**src/logic/pin_router_pkg.sv**
```systemverilog
// Shared constants and types for the pin function and resource router
package pin_router_pkg;

  // Pin population
  localparam int NUM_PINS = 59;
  localparam int NUM_SEG = 76;
  localparam int NUM_SEL_PINS = 12;
  localparam int NUM_RES = 13;
  localparam int SRX_IDX = 12;
  localparam int SEL_W = 3;
  localparam int NIB_W = 4;
  localparam int PORT_REGS = 4;
  localparam int DIR_REGS = 3;
  localparam int DED_PINS = 3;

  // Pin ranges and fixed pin numbers
  localparam int SFR_DIR_PINS = 24;
  localparam int SFR_DATA_PINS = 32;
  localparam int CELL_DATA_FIRST = 36;
  localparam int MULTI_FIRST = 4;
  localparam int DED_FIRST = 56;
  localparam int SEG_OFS = 20;
  localparam int PIN_BUTTON = 0;
  localparam int PIN_OPTICAL_TX_PIN = 1;
  localparam int PIN_OPTICAL_RX_PIN = 2;
  localparam int PIN_EE_SCK = 4;
  localparam int PIN_EE_SDA = 5;
  localparam int PIN_ACT = 6;
  localparam int PIN_REACT = 7;
  localparam int PIN_AUX_X = 8;
  localparam int PIN_AUX_Y = 9;

  // Field positions inside I/O RAM bytes
  localparam int CELL_DATA_BIT = 0;
  localparam int CELL_DIR_BIT = 3;
  localparam int DED_DATA_BIT = 4;
  localparam int DED_DIR_BIT = 7;
  localparam int HI_LSB = 4;

  // SFR addresses
  localparam logic [7:0] SFR_PORT_ADDR [PORT_REGS] = '{8'h80, 8'h90, 8'hA0, 8'hB0};
  localparam logic [7:0] SFR_DIR_ADDR [DIR_REGS] = '{8'hA2, 8'h91, 8'hA1};

  // I/O RAM addresses
  localparam logic [15:0] RSEL_BASE = 16'h2009;
  localparam logic [15:0] RSEL_LAST = 16'h200E;
  localparam logic [15:0] SRX_RSEL_ADDR = 16'h200F;
  localparam logic [15:0] SEG_BASE = 16'h2026;
  localparam logic [15:0] SEG_LAST = 16'h204B;
  localparam logic [15:0] DED_DATA_BASE = 16'h2050;
  localparam logic [15:0] DED_DIR_BASE = 16'h2054;

  // Resource selector codes
  typedef enum logic [SEL_W-1:0] {
    RES_NONE,
    RES_RSVD,
    RES_CNT0,
    RES_CNT1,
    RES_HI_RISE,
    RES_LO_RISE,
    RES_HI_FALL,
    RES_LO_FALL
  } res_code_type;

endpackage

```
**src/logic/route_if.sv**
```systemverilog
// Carrier between pin logic and the resource router
`timescale 1ns/100ps
interface route_if
  import pin_router_pkg::*;
#(
  parameter int N = NUM_RES
);
  logic [N-1:0] level;
  logic [N-1:0][SEL_W-1:0] sel;
  logic cnt0;
  logic cnt1;
  logic irq_hi;
  logic irq_lo;

  modport src (output level, output sel, input cnt0, input cnt1, input irq_hi, input irq_lo);
  modport rtr (input level, input sel, output cnt0, output cnt1, output irq_hi, output irq_lo);
endinterface

```
**src/logic/pin_function_resource_router.sv**
```systemverilog
// Digital pin data, direction, function select and resource routing
`timescale 1ns/100ps
////////////////////////////////////////////////////////////////////////////////
// Notes on behaviour
// - Direction bit clear makes the pin input, set makes it output.
// - Pins 24 to 55 take direction from cell bit 3; 36 to 55 data from bit 0.
// - Pins 56 to 58 use own bytes: direction bit 7, data bit 4.
// - One function map bit per multi-use pin picks general I/O or LCD.
// - Pins 24 to 55 share storage with their LCD segment cells.
// - Segment cells follow the I/O RAM map; pin 43 data at 0x2045 bit 4.
// - Odd segment cells sit in bits 7 to 4 of their byte.
// - Pins 6 and 7 carry energy pulses when outputs with enable set.
// - Pins 8 and 9 can carry the auxiliary X and Y pulses.
// - The push-button pin is always an input.
// - With optical UART unused its pins act as general pins 1 and 2.
// - Eligible general pins have a 3-bit selector, active even as outputs.
// - Serial receive pin has its own selector with the same codes.
// - Code 0 none, 1 reserved, 2 counter 0 clock, 3 counter 1 clock.
// - Codes 4,5 rising edge high/low irq; 6,7 falling edge.
// - Several pins on one resource are ORed together.
// - Pins 4 and 5 may be handed to the EEPROM serial interface.
// - Pin data from port registers at 0x80, 0x90, 0xA0, 0xB0.
module pin_function_resource_router
  import pin_router_pkg::*;
(
  // Clock and reset
  input wire logic i_clk,
  input wire logic i_sys_rst,
  // Pads
  input wire logic [NUM_PINS-1:0] i_pin_in,
  output logic [NUM_PINS-1:0] o_pin_out,
  output logic [NUM_PINS-1:0] o_pin_oe,
  output logic [NUM_PINS-1:0] o_pin_lcd_sel,
  // SFR access port
  input wire logic i_sfr_we,
  input wire logic [7:0] i_sfr_addr,
  input wire logic [7:0] i_sfr_wdata,
  output logic [7:0] o_sfr_rdata,
  // I/O RAM access port
  input wire logic i_ioram_we,
  input wire logic [15:0] i_ioram_addr,
  input wire logic [7:0] i_ioram_wdata,
  output logic [7:0] o_ioram_rdata,
  // Function select and pulse routing controls
  input wire logic [NUM_SEG-1:0] i_pin_function_map,
  input wire logic i_active_pulse_route_en,
  input wire logic i_reactive_pulse_route_en,
  input wire logic i_aux_x_route_en,
  input wire logic i_aux_y_route_en,
  input wire logic i_optical_uart_en,
  input wire logic i_eeprom_route_en,
  // Compute engine pulses
  input wire logic i_active_energy_pulse,
  input wire logic i_reactive_energy_pulse,
  input wire logic i_aux_x_pulse,
  input wire logic i_aux_y_pulse,
  // Optical UART and EEPROM engine
  input wire logic i_optical_tx_pin,
  output logic o_optical_rx_pin,
  input wire logic i_ee_sck_out,
  input wire logic i_ee_sck_oe,
  input wire logic i_ee_sda_out,
  input wire logic i_ee_sda_oe,
  output logic o_ee_sda_in,
  // Routed resources
  output logic o_counter0_clock_in,
  output logic o_counter1_clock_in,
  output logic o_high_prio_pin_irq,
  output logic o_low_prio_pin_irq
);

  localparam logic [15:0] CELL43_ADDR = SEG_BASE + 16'((43 + SEG_OFS) >> 1);
  localparam int PE_W = 4;

  function automatic logic [NIB_W-1:0] lane(input logic [7:0] b, input logic hi);
    lane = hi ? b[HI_LSB +: NIB_W] : b[NIB_W-1:0];
  endfunction

  ////////////////////////////////////////////////////////////////////////////////
  // Pad synchroniser; the first stage feeds only the second
  logic [NUM_PINS-1:0] pin_meta_r;
  logic [NUM_PINS-1:0] pin_sync_r;

  always_ff @(posedge i_clk)
  begin
    if (i_sys_rst)
    begin
      pin_meta_r <= '0;
      pin_sync_r <= '0;
    end
    else
    begin
      pin_meta_r <= i_pin_in;
      pin_sync_r <= pin_meta_r;
    end
  end

  ////////////////////////////////////////////////////////////////////////////////
  // Storage
  logic [7:0] port_r [PORT_REGS];
  logic [7:0] dir_r [DIR_REGS];
  logic [NIB_W-1:0] seg_r [NUM_SEG];
  logic [DED_PINS-1:0] ded_dat_r;
  logic [DED_PINS-1:0] ded_dir_r;
  logic [SEL_W-1:0] rsel_r [NUM_SEL_PINS];
  logic [SEL_W-1:0] srx_sel_r;
  logic [PE_W-1:0] pulse_en_r;

  // Write decode
  logic [PORT_REGS-1:0] port_hit;
  logic [DIR_REGS-1:0] dir_hit;
  wire seg_hit = i_ioram_we && i_ioram_addr >= SEG_BASE && i_ioram_addr <= SEG_LAST;
  wire rsel_hit = i_ioram_we && i_ioram_addr >= RSEL_BASE && i_ioram_addr <= RSEL_LAST;
  wire srx_hit = i_ioram_we && i_ioram_addr == SRX_RSEL_ADDR;
  wire [15:0] seg_ofs = i_ioram_addr - SEG_BASE;
  wire [15:0] rsel_ofs = i_ioram_addr - RSEL_BASE;
  wire [15:0] ddat_ofs = i_ioram_addr - DED_DATA_BASE;
  wire [15:0] ddir_ofs = i_ioram_addr - DED_DIR_BASE;
  wire [5:0] seg_byte = seg_ofs[5:0];
  wire [2:0] rsel_byte = rsel_ofs[2:0];

  for (genvar g = 0; g < PORT_REGS; g++)
  begin : g_port_hit
    assign port_hit[g] = i_sfr_we && i_sfr_addr == SFR_PORT_ADDR[g];
  end
  for (genvar g = 0; g < DIR_REGS; g++)
  begin : g_dir_hit
    assign dir_hit[g] = i_sfr_we && i_sfr_addr == SFR_DIR_ADDR[g];
  end

  always_ff @(posedge i_clk)
  begin
    for (int k = 0; k < PORT_REGS; k++)
    begin
      if (i_sys_rst)
        port_r[k] <= '0;
      else if (port_hit[k])
        port_r[k] <= i_sfr_wdata;
    end
    for (int k = 0; k < DIR_REGS; k++)
    begin
      if (i_sys_rst)
        dir_r[k] <= '0;
      else if (dir_hit[k])
        dir_r[k] <= i_sfr_wdata;
    end
  end

  // Segment cells double as pin control; two cells per byte
  always_ff @(posedge i_clk)
  begin
    for (int k = 0; k < NUM_SEG; k++)
    begin
      if (i_sys_rst)
        seg_r[k] <= '0;
      else if (seg_hit && seg_byte == 6'(k >> 1))
        seg_r[k] <= lane(i_ioram_wdata, k[0]);
    end
  end

  always_ff @(posedge i_clk)
  begin
    for (int k = 0; k < NUM_SEL_PINS; k++)
    begin
      if (i_sys_rst)
        rsel_r[k] <= '0;
      else if (rsel_hit && rsel_byte == 3'(k >> 1))
        rsel_r[k] <= SEL_W'(lane(i_ioram_wdata, k[0]));
    end
    if (i_sys_rst)
      srx_sel_r <= '0;
    else if (srx_hit)
      srx_sel_r <= i_ioram_wdata[SEL_W-1:0];
  end

  always_ff @(posedge i_clk)
  begin
    for (int k = 0; k < DED_PINS; k++)
    begin
      if (i_sys_rst)
      begin
        ded_dat_r[k] <= 1'b0;
        ded_dir_r[k] <= 1'b0;
      end
      else if (i_ioram_we && ddat_ofs == 16'(k))
        ded_dat_r[k] <= i_ioram_wdata[DED_DATA_BIT];
      else if (i_ioram_we && ddir_ofs == 16'(k))
        ded_dir_r[k] <= i_ioram_wdata[DED_DIR_BIT];
    end
  end

  // Enables pass a flop so reset leaves every pulse route off
  always_ff @(posedge i_clk)
  begin
    if (i_sys_rst)
      pulse_en_r <= '0;
    else
      pulse_en_r <= {i_aux_y_route_en, i_aux_x_route_en,
                     i_reactive_pulse_route_en, i_active_pulse_route_en};
  end

  ////////////////////////////////////////////////////////////////////////////////
  // Per-pin direction, data and function
  logic [NUM_PINS-1:0] pin_dir;
  logic [NUM_PINS-1:0] pin_dat;
  logic [NUM_PINS-1:0] pin_lcd;

  always_comb
  begin
    for (int p = 0; p < NUM_PINS; p++)
    begin
      pin_dir[p] = 1'b0;
      pin_dat[p] = 1'b0;
      pin_lcd[p] = 1'b0;
      if (p < SFR_DIR_PINS)
        pin_dir[p] = dir_r[p / 8][p % 8];
      else if (p < DED_FIRST)
        pin_dir[p] = seg_r[p + SEG_OFS][CELL_DIR_BIT];
      else
        pin_dir[p] = ded_dir_r[p - DED_FIRST];
      if (p < SFR_DATA_PINS)
        pin_dat[p] = port_r[p / 8][p % 8];
      else if (p >= CELL_DATA_FIRST && p < DED_FIRST)
        pin_dat[p] = seg_r[p + SEG_OFS][CELL_DATA_BIT];
      else if (p >= DED_FIRST)
        pin_dat[p] = ded_dat_r[p - DED_FIRST];
      if (p >= MULTI_FIRST && p < DED_FIRST)
        pin_lcd[p] = i_pin_function_map[p + SEG_OFS];
    end
  end

  ////////////////////////////////////////////////////////////////////////////////
  // Pad drive with alternate functions layered on top
  logic [NUM_PINS-1:0] out_nxt;
  logic [NUM_PINS-1:0] oe_nxt;
  logic [NUM_PINS-1:0] out_r;
  logic [NUM_PINS-1:0] oe_r;
  logic [NUM_PINS-1:0] lcd_r;
  logic rx_r;
  logic sda_r;

  always_comb
  begin
    out_nxt = pin_dat;
    oe_nxt = pin_dir & ~pin_lcd;
    oe_nxt[PIN_BUTTON] = 1'b0;
    if (pulse_en_r[0] && oe_nxt[PIN_ACT])
      out_nxt[PIN_ACT] = i_active_energy_pulse;
    if (pulse_en_r[1] && oe_nxt[PIN_REACT])
      out_nxt[PIN_REACT] = i_reactive_energy_pulse;
    if (pulse_en_r[2] && oe_nxt[PIN_AUX_X])
      out_nxt[PIN_AUX_X] = i_aux_x_pulse;
    if (pulse_en_r[3] && oe_nxt[PIN_AUX_Y])
      out_nxt[PIN_AUX_Y] = i_aux_y_pulse;
    if (i_eeprom_route_en)
    begin
      out_nxt[PIN_EE_SCK] = i_ee_sck_out;
      oe_nxt[PIN_EE_SCK] = i_ee_sck_oe;
      out_nxt[PIN_EE_SDA] = i_ee_sda_out;
      oe_nxt[PIN_EE_SDA] = i_ee_sda_oe;
    end
    if (i_optical_uart_en)
    begin
      out_nxt[PIN_OPTICAL_TX_PIN] = i_optical_tx_pin;
      oe_nxt[PIN_OPTICAL_TX_PIN] = 1'b1;
      oe_nxt[PIN_OPTICAL_RX_PIN] = 1'b0;
    end
  end

  always_ff @(posedge i_clk)
  begin
    if (i_sys_rst)
    begin
      out_r <= '0;
      oe_r <= '0;
      lcd_r <= '0;
      rx_r <= 1'b0;
      sda_r <= 1'b0;
    end
    else
    begin
      out_r <= out_nxt;
      oe_r <= oe_nxt;
      lcd_r <= pin_lcd;
      rx_r <= pin_sync_r[PIN_OPTICAL_RX_PIN];
      sda_r <= pin_sync_r[PIN_EE_SDA];
    end
  end

  assign o_pin_out = out_r;
  assign o_pin_oe = oe_r;
  assign o_pin_lcd_sel = lcd_r;
  assign o_optical_rx_pin = rx_r;
  assign o_ee_sda_in = sda_r;

  ////////////////////////////////////////////////////////////////////////////////
  // Resource routing; pin selectors apply only while the pin serves as general I/O, the receive selector only with the UART on
  route_if rif ();
  logic [NUM_SEL_PINS-1:0] sel_ok;

  for (genvar g = 0; g < NUM_SEL_PINS; g++)
  begin : g_route
    assign sel_ok[g] = !pin_lcd[g]
                       && !(i_optical_uart_en && (g == PIN_OPTICAL_TX_PIN || g == PIN_OPTICAL_RX_PIN))
                       && !(i_eeprom_route_en && (g == PIN_EE_SCK || g == PIN_EE_SDA));
    assign rif.level[g] = pin_sync_r[g];
    assign rif.sel[g] = sel_ok[g] ? rsel_r[g] : SEL_W'(RES_NONE);
  end
  assign rif.level[SRX_IDX] = pin_sync_r[PIN_OPTICAL_RX_PIN];
  assign rif.sel[SRX_IDX] = i_optical_uart_en ? srx_sel_r : SEL_W'(RES_NONE);

  resource_router u_router (
    .i_clk(i_clk),
    .i_sys_rst(i_sys_rst),
    .rif(rif.rtr)
  );

  assign o_counter0_clock_in = rif.cnt0;
  assign o_counter1_clock_in = rif.cnt1;
  assign o_high_prio_pin_irq = rif.irq_hi;
  assign o_low_prio_pin_irq = rif.irq_lo;

  ////////////////////////////////////////////////////////////////////////////////
  // Read-back, registered; ports read the synchronised pad levels
  logic [7:0] sfr_nxt;
  logic [7:0] io_nxt;
  logic [7:0] sfr_r;
  logic [7:0] io_r;

  always_comb
  begin
    sfr_nxt = 8'h00;
    for (int k = 0; k < PORT_REGS; k++)
      if (i_sfr_addr == SFR_PORT_ADDR[k])
        sfr_nxt = pin_sync_r[8 * k +: 8];
    for (int k = 0; k < DIR_REGS; k++)
      if (i_sfr_addr == SFR_DIR_ADDR[k])
        sfr_nxt = dir_r[k];
  end

  always_comb
  begin
    io_nxt = 8'h00;
    if (i_ioram_addr >= SEG_BASE && i_ioram_addr <= SEG_LAST)
      io_nxt = {seg_r[{seg_byte, 1'b1}], seg_r[{seg_byte, 1'b0}]};
    else if (i_ioram_addr >= RSEL_BASE && i_ioram_addr <= RSEL_LAST)
      io_nxt = {1'b0, rsel_r[{rsel_byte, 1'b1}], 1'b0, rsel_r[{rsel_byte, 1'b0}]};
    else if (i_ioram_addr == SRX_RSEL_ADDR)
      io_nxt = {5'h00, srx_sel_r};
    else if (ddat_ofs < 16'(DED_PINS))
      io_nxt[DED_DATA_BIT] = ded_dat_r[ddat_ofs[1:0]];
    else if (ddir_ofs < 16'(DED_PINS))
      io_nxt[DED_DIR_BIT] = ded_dir_r[ddir_ofs[1:0]];
  end

  always_ff @(posedge i_clk)
  begin
    if (i_sys_rst)
    begin
      sfr_r <= 8'h00;
      io_r <= 8'h00;
    end
    else
    begin
      sfr_r <= sfr_nxt;
      io_r <= io_nxt;
    end
  end

  assign o_sfr_rdata = sfr_r;
  assign o_ioram_rdata = io_r;

  ////////////////////////////////////////////////////////////////////////////////
  property p_dir_out;
    @(posedge i_clk) disable iff (i_sys_rst)
      (i_sfr_we && i_sfr_addr == SFR_DIR_ADDR[1] && i_sfr_wdata[2])
      ##1 (!i_pin_function_map[10 + SEG_OFS] && !dir_hit[1]) |=> o_pin_oe[10];
  endproperty
  a_dir_out: assert property (p_dir_out) else $error("pin 10 not driven after dir set");

  property p_cell43;
    @(posedge i_clk) disable iff (i_sys_rst)
      (i_ioram_we && i_ioram_addr == CELL43_ADDR)
      |=> pin_dat[43] == $past(i_ioram_wdata[HI_LSB + CELL_DATA_BIT]);
  endproperty
  a_cell43: assert property (p_cell43) else $error("pin 43 data not from cell byte");

  property p_act_pulse;
    @(posedge i_clk) disable iff (i_sys_rst)
      (pulse_en_r[0] && pin_dir[PIN_ACT] && !pin_lcd[PIN_ACT])
      |=> o_pin_out[PIN_ACT] == $past(i_active_energy_pulse) && o_pin_oe[PIN_ACT];
  endproperty
  a_act_pulse: assert property (p_act_pulse) else $error("active pulse not on pin 6");

  property p_button_in;
    @(posedge i_clk) disable iff (i_sys_rst)
      ##1 !o_pin_oe[PIN_BUTTON];
  endproperty
  a_button_in: assert property (p_button_in) else $error("button pin driven");

  property p_reset_clear;
    @(posedge i_clk) disable iff (1'b0)
      i_sys_rst |=> o_pin_oe == '0 && !o_high_prio_pin_irq && pulse_en_r == '0;
  endproperty
  a_reset_clear: assert property (p_reset_clear) else $error("state not cleared by reset");

endmodule

```
**src/logic/resource_router.sv**
```systemverilog
// Edge detection and ORed routing of pin levels to counters and interrupts
`timescale 1ns/100ps
module resource_router
  import pin_router_pkg::*;
(
  // Clock and reset
  input wire logic i_clk,
  input wire logic i_sys_rst,
  // Synchronised levels and selectors in, strobes out
  route_if.rtr rif
);

  logic [NUM_RES-1:0] prev_r;
  logic [NUM_RES-1:0] rise;
  logic [NUM_RES-1:0] fall;
  logic cnt0_r;
  logic cnt1_r;
  logic hi_r;
  logic lo_r;
  logic cnt0_nxt;
  logic cnt1_nxt;
  logic hi_nxt;
  logic lo_nxt;

  assign rise = rif.level & ~prev_r;
  assign fall = ~rif.level & prev_r;

  always_comb
  begin
    cnt0_nxt = 1'b0;
    cnt1_nxt = 1'b0;
    hi_nxt = 1'b0;
    lo_nxt = 1'b0;
    for (int k = 0; k < NUM_RES; k++)
    begin
      case (res_code_type'(rif.sel[k]))
        RES_CNT0: cnt0_nxt = cnt0_nxt | rise[k];
        RES_CNT1: cnt1_nxt = cnt1_nxt | rise[k];
        RES_HI_RISE: hi_nxt = hi_nxt | rise[k];
        RES_LO_RISE: lo_nxt = lo_nxt | rise[k];
        RES_HI_FALL: hi_nxt = hi_nxt | fall[k];
        RES_LO_FALL: lo_nxt = lo_nxt | fall[k];
        default: ; // Reserved code routes nothing
      endcase
    end
  end

  // One strobe per edge, since prev_r follows the level every cycle
  always_ff @(posedge i_clk)
  begin
    if (i_sys_rst)
    begin
      prev_r <= '0;
      cnt0_r <= 1'b0;
      cnt1_r <= 1'b0;
      hi_r <= 1'b0;
      lo_r <= 1'b0;
    end
    else
    begin
      prev_r <= rif.level;
      cnt0_r <= cnt0_nxt;
      cnt1_r <= cnt1_nxt;
      hi_r <= hi_nxt;
      lo_r <= lo_nxt;
    end
  end

  assign rif.cnt0 = cnt0_r;
  assign rif.cnt1 = cnt1_r;
  assign rif.irq_hi = hi_r;
  assign rif.irq_lo = lo_r;

  //////////////////////////////////////////////////////////////////////////////
  property p_hi_rise;
    @(posedge i_clk) disable iff (i_sys_rst)
      (rif.sel[3] == SEL_W'(RES_HI_RISE) && rif.level[3] && !prev_r[3]) |=> rif.irq_hi;
  endproperty
  a_hi_rise: assert property (p_hi_rise) else $error("rising edge missed high irq");

  property p_lo_fall;
    @(posedge i_clk) disable iff (i_sys_rst)
      (rif.sel[3] == SEL_W'(RES_LO_FALL) && !rif.level[3] && $past(rif.level[3]))
      |=> rif.irq_lo;
  endproperty
  a_lo_fall: assert property (p_lo_fall) else $error("falling edge missed low irq");

  property p_or_cnt1;
    @(posedge i_clk) disable iff (i_sys_rst)
      (rif.sel[SRX_IDX] == SEL_W'(RES_CNT1) && rise[SRX_IDX]) |=> rif.cnt1 && !rif.cnt0;
  endproperty
  a_or_cnt1: assert property (p_or_cnt1) else $error("counter 1 strobe wrong");

  property p_no_edge;
    @(posedge i_clk) disable iff (i_sys_rst)
      (rif.level == prev_r) |=> !(rif.cnt0 || rif.cnt1 || rif.irq_hi || rif.irq_lo);
  endproperty
  a_no_edge: assert property (p_no_edge) else $error("strobe without an edge");

endmodule

```
**config.mk**
```make
export PLATFORM = sky130hd
export DESIGN_NAME = pin_function_resource_router
export DESIGN_NICKNAME = d
export VERILOG_FILES = /design/src/logic/pin_router_pkg.sv /design/src/logic/route_if.sv /design/src/logic/pin_function_resource_router.sv /design/src/logic/resource_router.sv
export SDC_FILE = /design/constraint.sdc
export NUM_CORES = 1
export LEC_CHECK = 0
export BUFFER_PORTS_ARGS = -buffer_cell sky130_fd_sc_hd__clkbuf_2
export CAP_MARGIN = 20
export CORE_MARGIN = 1
export CORE_UTILIZATION = 44
export DETAILED_ROUTE_END_ITERATION = 10
export GPL_ROUTABILITY_DRIVEN = 0
export PLACE_DENSITY_LB_ADDON = 0.2
export SYNTH_ARGS = -nofsm -noshare
export SYNTH_HDL_FRONTEND = slang
export SYNTH_SLANG_ARGS = --single-unit
```
**constraint.sdc**
```tcl
create_clock -name i_clk -period 3.85 [get_ports i_clk]
set_input_delay 0.385 -clock i_clk [delete_from_list [all_inputs] [get_ports i_clk]]
set_output_delay 0.385 -clock i_clk [all_outputs]
set_load 0.05 [all_outputs]
```
# Word level (Yosys, flattened, before mapping)
# Memory sizes are Yosys's and may differ from the RTL's. A register that Yosys moved wholly into a read port is not among the register bits.
# Index checks and enable logic that the tools add are counted.
# totals
ramBits	396
reg_bits	289
in_bits	194
out_inout_bits	199
memories	4
# classes
magnitude_cmp	8
bitwise	176
n_reduce_logical	81
addsub	4
n_eq_ne	132
n_mux	340
# mem_list
memory	words	width	rd	rd_clocked_by_memory_dff	write_ports	line_no	text
seg_r	76	4	34	0	76	pin_function_resource_router.sv:102	logic [NIB_W-1:0] seg_r [NUM_SEG];
rsel_r	12	3	14	0	12	pin_function_resource_router.sv:105	logic [SEL_W-1:0] rsel_r [NUM_SEL_PINS];
port_r	4	8	4	2	4	pin_function_resource_router.sv:100	logic [7:0] port_r [PORT_REGS];
dir_r	3	8	3	0	3	pin_function_resource_router.sv:101	logic [7:0] dir_r [DIR_REGS];
# ops
operator	count
$mux 4	76
$mux 1	194
$or 1x1->1	167
$eq 3x3->1 const B	54
$mux 8	16
$eq 6x5->1 const B	16
$eq 3x2->1 const B	28
$mux 3	24
$logic_and 1x1->1	70
$and 59x59->59	1
$not 56->59	1
$eq 8x8->1 const B	7
$pmux 1 s2	26
$eq 6x4->1 const B	8
$eq 6x6->1 const B	6
$eq 16x1->1 const B	2
$eq 16x2->1 const B	2
$ge 16x14->1 const B	2
$le 16x14->1 const B	2
$logic_not 16->1	2
$lt 16x2->1 const B	2
$sub 16x14->16 const B	2
$and 13x13->13	2
$not 13->13	2
16 further kinds	29

# Logic depth before layout (Yosys ltp)
# Gate-level depths: netlist of run 1.
# logic_depth
word_depth	27
ltp_mapped	12
ltp_nobuf	8

# Modules after synthesis
# A second synthesis of run 1 with hierarchy kept.
# unflattened
hier_cells	2219
hier_area_um2	27284.9
# by_module_without_submodules
mod	cells_per_inst	instances	seq_area_each_um2	area_each_um2
pin_function_resource_router	2073	1	17096.4	26117.5
resource_router	146	1	340.3	1167.4

# Least setup slack after synthesis of run 1
# OpenSTA, ideal clock, no wires.
# synth_path
path_type	input-to-reg
from	input port i_ioram_addr[1]
to	memory rsel_r[8][0] (netlist: rsel_r[4][0]) (enable)
setup_time_ns	0.377
arrival_ns	2.939
cell_stages	11
slack_ns	0.534
cell_sequence	buf_4 -> buf_2 -> buf_2 -> buf_2 -> inv_1 -> ha_1 -> ha_1 -> clkbuf_1 -> inv_1 -> clkbuf_1 -> o21ai_0
# synth_lines
element	line_no	text
start: declaration	pin_function_resource_router.sv:41	input wire logic [15:0] i_ioram_addr,
end: declaration	pin_function_resource_router.sv:105	

==> results of run 1 <==
==> flip-flops by register name, summed over array words and instances, names as in the netlist <==
register             count
pin_sync_r              32
o_sfr_rdata              8
o_pin_oe                58
u_router.prev_r         12
u_router.rif.irq_lo      1
u_router.rif.cnt0        1
pulse_en_r               4
rsel_r                  36
u_router.rif.cnt1        1
u_router.rif.irq_hi      1
dir_r                   24
pin_meta_r              32
o_pin_out               55
ded_dat_r                3
o_pin_lcd_sel           52
port_r                  32
ded_dir_r                3
o_ioram_rdata            8
seg_r                  304
srx_sel_r                3
==> stage by stage <==
stage | hold slack [ns] | utilization (%) | setup WS [ns] | power, uW | instances
global placement | 0.420 | 49.1 | 0.416 | 9720 | 3249
CTS | 0.00709 | 54.1 | 1.07 | 16300 | 3463
global route | 0.0282 | 54.1 | 0.890 | 16700 | 3464
finish | 0.0306 | 54.1 | 0.948 | 16200 | 3464
detailed placement | 0.420 | 49.1 | 0.440 | 9750 | 3249
floorplan | 0.414 | - | 0.534 | 9170 | 2158
==> cells by family (layout without fill, tap and decap cells) <==
logic type	count (synthesis)	after routing	synth area share, %
other cells	1	13	0.0136
mux	131	131	8.95
flops	670	670	62.8
xor+xnor	6	6	0.190
fa+ha+maj	7	7	0.317
buf+inv	197	665	3.33
simple gates	962	962	20.2
compound gates	173	173	4.21
==> where the power goes <==
group / total [uW] / internal, uW / leakage (uW) / switching [uW]
sequential: 8050 / 7910 / 0.00602 / 146
clock: 6510 / 3690 / 0.00107 / 2820
combinational: 1620 / 555 / 0.00521 / 1070
==> layout make-up <==
cell class | count | area [sq um] | share of cell area, %
Timing Repair Buffer | 517 | 3390 | 10.1
Tap cell | 837 | 1050 | 3.12
Clock buffer | 103 | 2000 | 5.96
Inverter | 24 | 90.1 | 0.269
Multi-Input combinational cell | 1291 | 9430 | 28.1
Clock inverter | 21 | 201 | 0.601
Sequential cell | 670 | 17400 | 51.8
Antenna cell | 1 | 2.50 | 0.00746
==> Yosys cell counts (8+ instances only) <==
cell / number
a21o_1: 12
a21oi_1: 25
a222oi_1: 8
a31oi_1: 8
and2_1: 180
and3_1: 8
buf_1: 13
buf_2: 32
buf_4: 20
buf_6: 9
clkbuf_1: 99
dfxtp_1: 274
edfxtp_1: 396
inv_1: 16
mux2i_1: 37
mux4_2: 93
nand2_1: 78
nand2b_1: 9
nand3_1: 22
nand3b_1: 12
nand4_1: 8
nor2_1: 119
nor2b_1: 189
nor3_1: 197
nor3b_1: 61
nor4_1: 30
nor4_4: 8
o21ai_0: 44
o22ai_1: 20
o31ai_1: 12
==> worst min-delay path by stage <==
stage / startpoint / to / slack (ns) / depth (start not counted)
global placement: pin_meta_r[23] / pin_sync_r[23] / 0.42 / 1
global route: i_pin_function_map[27] / o_pin_oe[7] / 0.03 / 2
floorplan: pin_meta_r[0] / pin_sync_r[0] / 0.41 / 1
detailed placement: pin_meta_r[20] / pin_sync_r[20] / 0.42 / 1
finish: i_pin_in[16] / pin_meta_r[16] / 0.03 / 2
CTS: i_pin_function_map[27] / o_pin_oe[7] / 0.007 / 2
==> layout by cell type, fill, tap and decap left out, types with 16 or more instances in the layout <==
cell type and n:
edfxtp_1 396, clkbuf_2 327, dfxtp_1 274, nor3_1 197, nor2b_1 189, and2_1 180, nor2_1 119, mux4_2 93
buf_4 93, dlygate4sd3_1 90, nand2_1 78, clkbuf_16 71, nor3b_1 61, o21ai_0 44, mux2i_1 37, nor4_1 30
a21oi_1 25, nand3_1 22, clkbuf_1 21, o22ai_1 20, inv_1 16
==> worst max-delay path: cells and delay by family <==
family	cells	cell delay (ns)
buf+inv	4	0.77
simple gates	5	1.66
compound gates	1	0.48
==> per-layer routing <==
metal / vias to the layer above / global-route usage [%]
li1: 8683 / -
met1: 9372 / 31.5
met2: 745 / 39.8
met5: - / 0
met4: 16 / 9.87
met3: 157 / 5.03
==> repair_timing <==
item	in CTS	in global routing
hold buffers	90	0
hold endpoints to repair	116	0
buffers inserted	0	0
gates resized for setup	0	0
==> impl_metrics.toml, run 1 <==
[critical_path]
rr_worst_depth = 5
start_kind = "input pin"
r2r_start = "seg_r[34][5]"
crit_fanout = 57
crit_slowest_cell = "nor4_1"
worstSetupPathType = "input pin to flip-flop"
r2r_end = "o_ioram_rdata[5]"
crit_top_cell = "buf_4"
required_ns = 4.33
critical_path.cell_chain = "clkbuf_2 -> nor4_1 -> buf_4 -> nand3_1 -> a211oi_4 -> nand3_2 -> buf_12 -> nor4_4 -> buf_4 -> and2_1"
crit_path_end_kind = "flip-flop"
regToRegSetupSlack_ns = 1.63
cp.arrival_ns = 3.38
crit_path_start = "i_ioram_addr[12]"
endpoint = "seg_r[31][3]"
cpPeakStageDelay_ns = 0.73

[clock_tree]
cts_sinks = 670
clkTransAtPathRegs_ns = 0.06
cts_max_path_buffers = 3
cts_made_buffers = 69
cts_tree = "yes"
htreeDepth = 3
ctsRootBufferMaster = "clkbuf_16"
clk_latency_ns = 0.63

[yosys]
synth_cell_types = 75
yosys-top-cells-area = "edfxtp_1, dfxtp_1, mux4_2"
synth_warnings = 0
synthArstFlopShare_pct = 0
synthCells = 2147
synth-edff-count = 396
yosys.area.top_type = "edfxtp_1"
synthFlopType = "edfxtp_1"
synth_seq_cells = 670
syn_avg_cell_area_sq_um = 12.9
synth_area_sq_um = 27700
synth_top_area_share_pct = 43.0
ys_seq_area_share_pct = 62.8

[drt]
top_layer_used = "met5"
ant_nets = 0
first_iter_violations = 1570
wire_per_inst_um = 22.7
m1WireLength_um = 32300
wl_met3_um = 5790
route.detailed.drc = 0
wirelength_um = 78500
num_vias = 19000
dr_wl_met2_um = 37600
via_per_inst = 5.48
dr.pass1.iters = 8

[die]
io_pins = 393
std_cell_rows = 91
die_h_um = 253
dieArea_sq_um = 63900
die_w_um = 253
start_util_pct = 44.7
coreArea_sq_um = 61900

[sta]
slew_violations = 0
fmax_ghz = 0.345
skew_ns = 0.0206
slew_headroom_pct = 29.2
setup_tns_ns = 0
rsz0062_at_grt = "false"
period_needed_ns = 2.90
worst_slew_pin_slew_ns = 1.06
setup_viol = 0
finalHoldViolations = 0
timing.final.crit_share_pct = 75.4

[outcome]
status = "finished clean"

[placement]
placed_area_sq_um = 30400
hpwl_um = 53400
portBuffers = 329

[global_routing]
grt_overflow = 0
grt_max_degree = 257
antenna_found_initial = 9
grtUsageTotal_pct = 24.3
grt_pass1_wl_um = 115000
grt_pass1_vias = 18700

[cells_and_area]
layout.nets = 2774
drive_above_1_share_pct = 24.8
area_delta_synth_final_pct = 21.2
fin_area_sq_um = 33500
fillCellCount = 5230

[power]
p_leak_uw = 0.0123
pwr_density_cell_nw_per_um2 = 483
ir_drop_v = 0.000285

[job]
max-cap-violations = 0

[min_path]
hold_class = "input pin to flip-flop"
Note: power is estimated with default switching activity, not from simulation.
==> inputs of run 2 (changes only) <==
==> constraint.sdc (replaced) <==
create_clock -name i_clk -period 2.7 [get_ports i_clk]
set_input_delay 0.27 -clock i_clk [delete_from_list [all_inputs] [get_ports i_clk]]
set_output_delay 0.27 -clock i_clk [all_outputs]
set_load 0.05 [all_outputs]
==> impl_metrics.toml, run 2 (same netlist as run 1, synthesis figures left out) <==
[cells_and_area]
largest_reg_flops = 304
finalCoreUtilization_pct = 55.8
mostFrequentLayoutCells = "edfxtp_1, clkbuf_2, dfxtp_1"
seq_area_sq_um = 17400
area_delta_synth_final_pct = 24.9
finalNonFillerCells = 3535
largest-register = "seg_r"
multi_input_area_sq_um = 9560
diodes = 0
layout_commonest_cell = "edfxtp_1"
drive_above_1_share_pct = 27.6
fin_area_sq_um = 34600
fillCellCount = 5124
layout.nets = 2846

[placement]
placed_area_sq_um = 31300
hpwl_um = 55400
dp.cells = 3314
portBuffers = 329

[drt]
num_vias = 19300
route.detailed.drc = 0
first_iter_violations = 1668
dr.pass1.iters = 7
wire_per_inst_um = 22.7
via_per_inst = 5.47
wirelength_um = 80200
ant_nets = 0

[clock_tree]
cts_tree = "yes"
clkTransAtPathRegs_ns = 0.06
htreeDepth = 3
cts_sinks = 670
ctsRootBufferMaster = "clkbuf_16"
cts_made_buffers = 69
clk_latency_ns = 0.61
cts_resized = 0
cts_max_path_buffers = 3

[min_path]
worst_hold_path.num_cells = 2
hold_class = "input pin to flip-flop"
min_to = "dir_r[1][6]"
hold_path_startpoint = "i_sfr_wdata[6]"

[sta]
worst_slew_pin_slew_ns = 0.911
skew_ns = 0.0217
fmax_ghz = 0.426
rsz0062_at_grt = "false"
hold_ws_ns = 0.0929
timing.final.crit_share_pct = 87.0
setup_viol = 0
period_needed_ns = 2.35
slew_headroom_pct = 39.2
finalHoldViolations = 0
slew_violations = 0

[global_routing]
grt_pass1_wl_um = 119000
busiest_layer = "met2"
grtUsageMet1_pct = 31.6
grtUsageTotal_pct = 24.9
grt_pass1_vias = 19300
grt_max_degree = 167
met3_usage_pct = 3.81
antenna_found_initial = 1
grt_overflow = 0
gr-usage-met2_pct = 43.4

[critical_path]
start_kind = "input pin"
regToRegSetupSlack_ns = 0.72
cp.arrival_ns = 2.81
crit_fanout = 43
crit_path_end_kind = "flip-flop"
r2r_start = "seg_r[30][5]"
worstSetupPathType = "input pin to flip-flop"
rr_worst_depth = 6
required_ns = 3.17
r2r_end = "o_ioram_rdata[5]"

[die]
dieArea_sq_um = 63900
coreArea_sq_um = 61900
start_util_pct = 44.7
die_w_um = 253
std_cell_rows = 91
io_pins = 393
die_h_um = 253

[power]
p_seq_share_pct = 48.9
pwr_density_cell_nw_per_um2 = 680
p_leak_uw = 0.0128
switching_share_pct = 24.8
ir_drop_v = 0.000486
p_sw_uw = 5830
clock_power_share_pct = 40.6
p_int_uw = 17700
comb_power_share_pct = 10.6
power.total_uw = 23500

[outcome]
status = "finished clean"

[job]
max-cap-violations = 0
## run 2: cell count changes in the layout (fill, tap and decap cells not counted), sizes merged
cell         change
buf             +65
clkbuf          -11
clkinv          +11
dlygate4sd3      +7
bufinv           +2
clkinvlp         -1
diode            -1
inv              -1
## run 2: worst max-delay path, cell delays in order
cell and delay [ns]:
clkbuf_2 0.09, nor4_1 0.62, nand3_1 0.32, a211oi_4 0.28, buf_12 0.18, nand3_2 0.10, buf_12 0.23, nor4_4 0.38
buf_4 0.20, and2_1 0.12
## run 2: power groups by stage
stage | combinational, uW | clock, uW | sequential (uW)
after global routing | 2610 | 10100 | 11500
after CTS | 2480 | 9680 | 11500
after detailed placement | 2360 | 0 | 11700
final | 2480 | 9540 | 11500
after global placement | 2340 | 0 | 11700
after floorplan | 1070 | 0 | 12000
## run 2: worst max-delay path by stage
stage / from / to / slack, ns / cells after the start
after global routing: i_ioram_addr[12] / seg_r[31][2] / 0.27 / 10
final: i_ioram_addr[12] / seg_r[31][2] / 0.35 / 10
after CTS: i_ioram_addr[12] / seg_r[31][2] / 0.51 / 10
after floorplan: i_ioram_addr[1] / seg_r[20][0] / -0.08 / 7
after detailed placement: i_ioram_addr[12] / seg_r[31][2] / -0.12 / 10
after global placement: i_ioram_addr[1] / seg_r[4][1] / -0.07 / 8
## run 2: metal layers
| layer | vias to the layer above | part of all wire, % |
|---|---|---|
| li1 | 8821 | - |
| met5 | - | 0 |
| met2 | 788 | 51 |
| met1 | 9625 | 40 |
| met3 | 106 | 6.9 |
| met4 | 0 | 2.5 |
## run 2: repair_timing
action                     CTS  global route
buffers inserted             0             0
setup endpoints to repair    0             0
hold buffers                97             0
hold endpoints to repair   143             0
## run 2: area by class of cell
type                    instances  share of cell area (%)
flip-flops and latches        670                    50.3
multi-input cells            1291                    27.7
clock inverters                32                   0.880
inverters                      24                   0.275
repair buffers                589                    12.1
clock buffers                  92                    5.73
well taps                     837                    3.03
## run 2: through the flow
| step | worst slack (ns) | TNS, ns |
|---|---|---|
| global route | 0.274 | 0 |
| CTS | 0.506 | 0 |
| finish | 0.352 | 0 |
| detailed placement | -0.120 | -11.44 |
| floorplan | -0.0756 | -2.42 |
| global placement | -0.0655 | -1.33 |
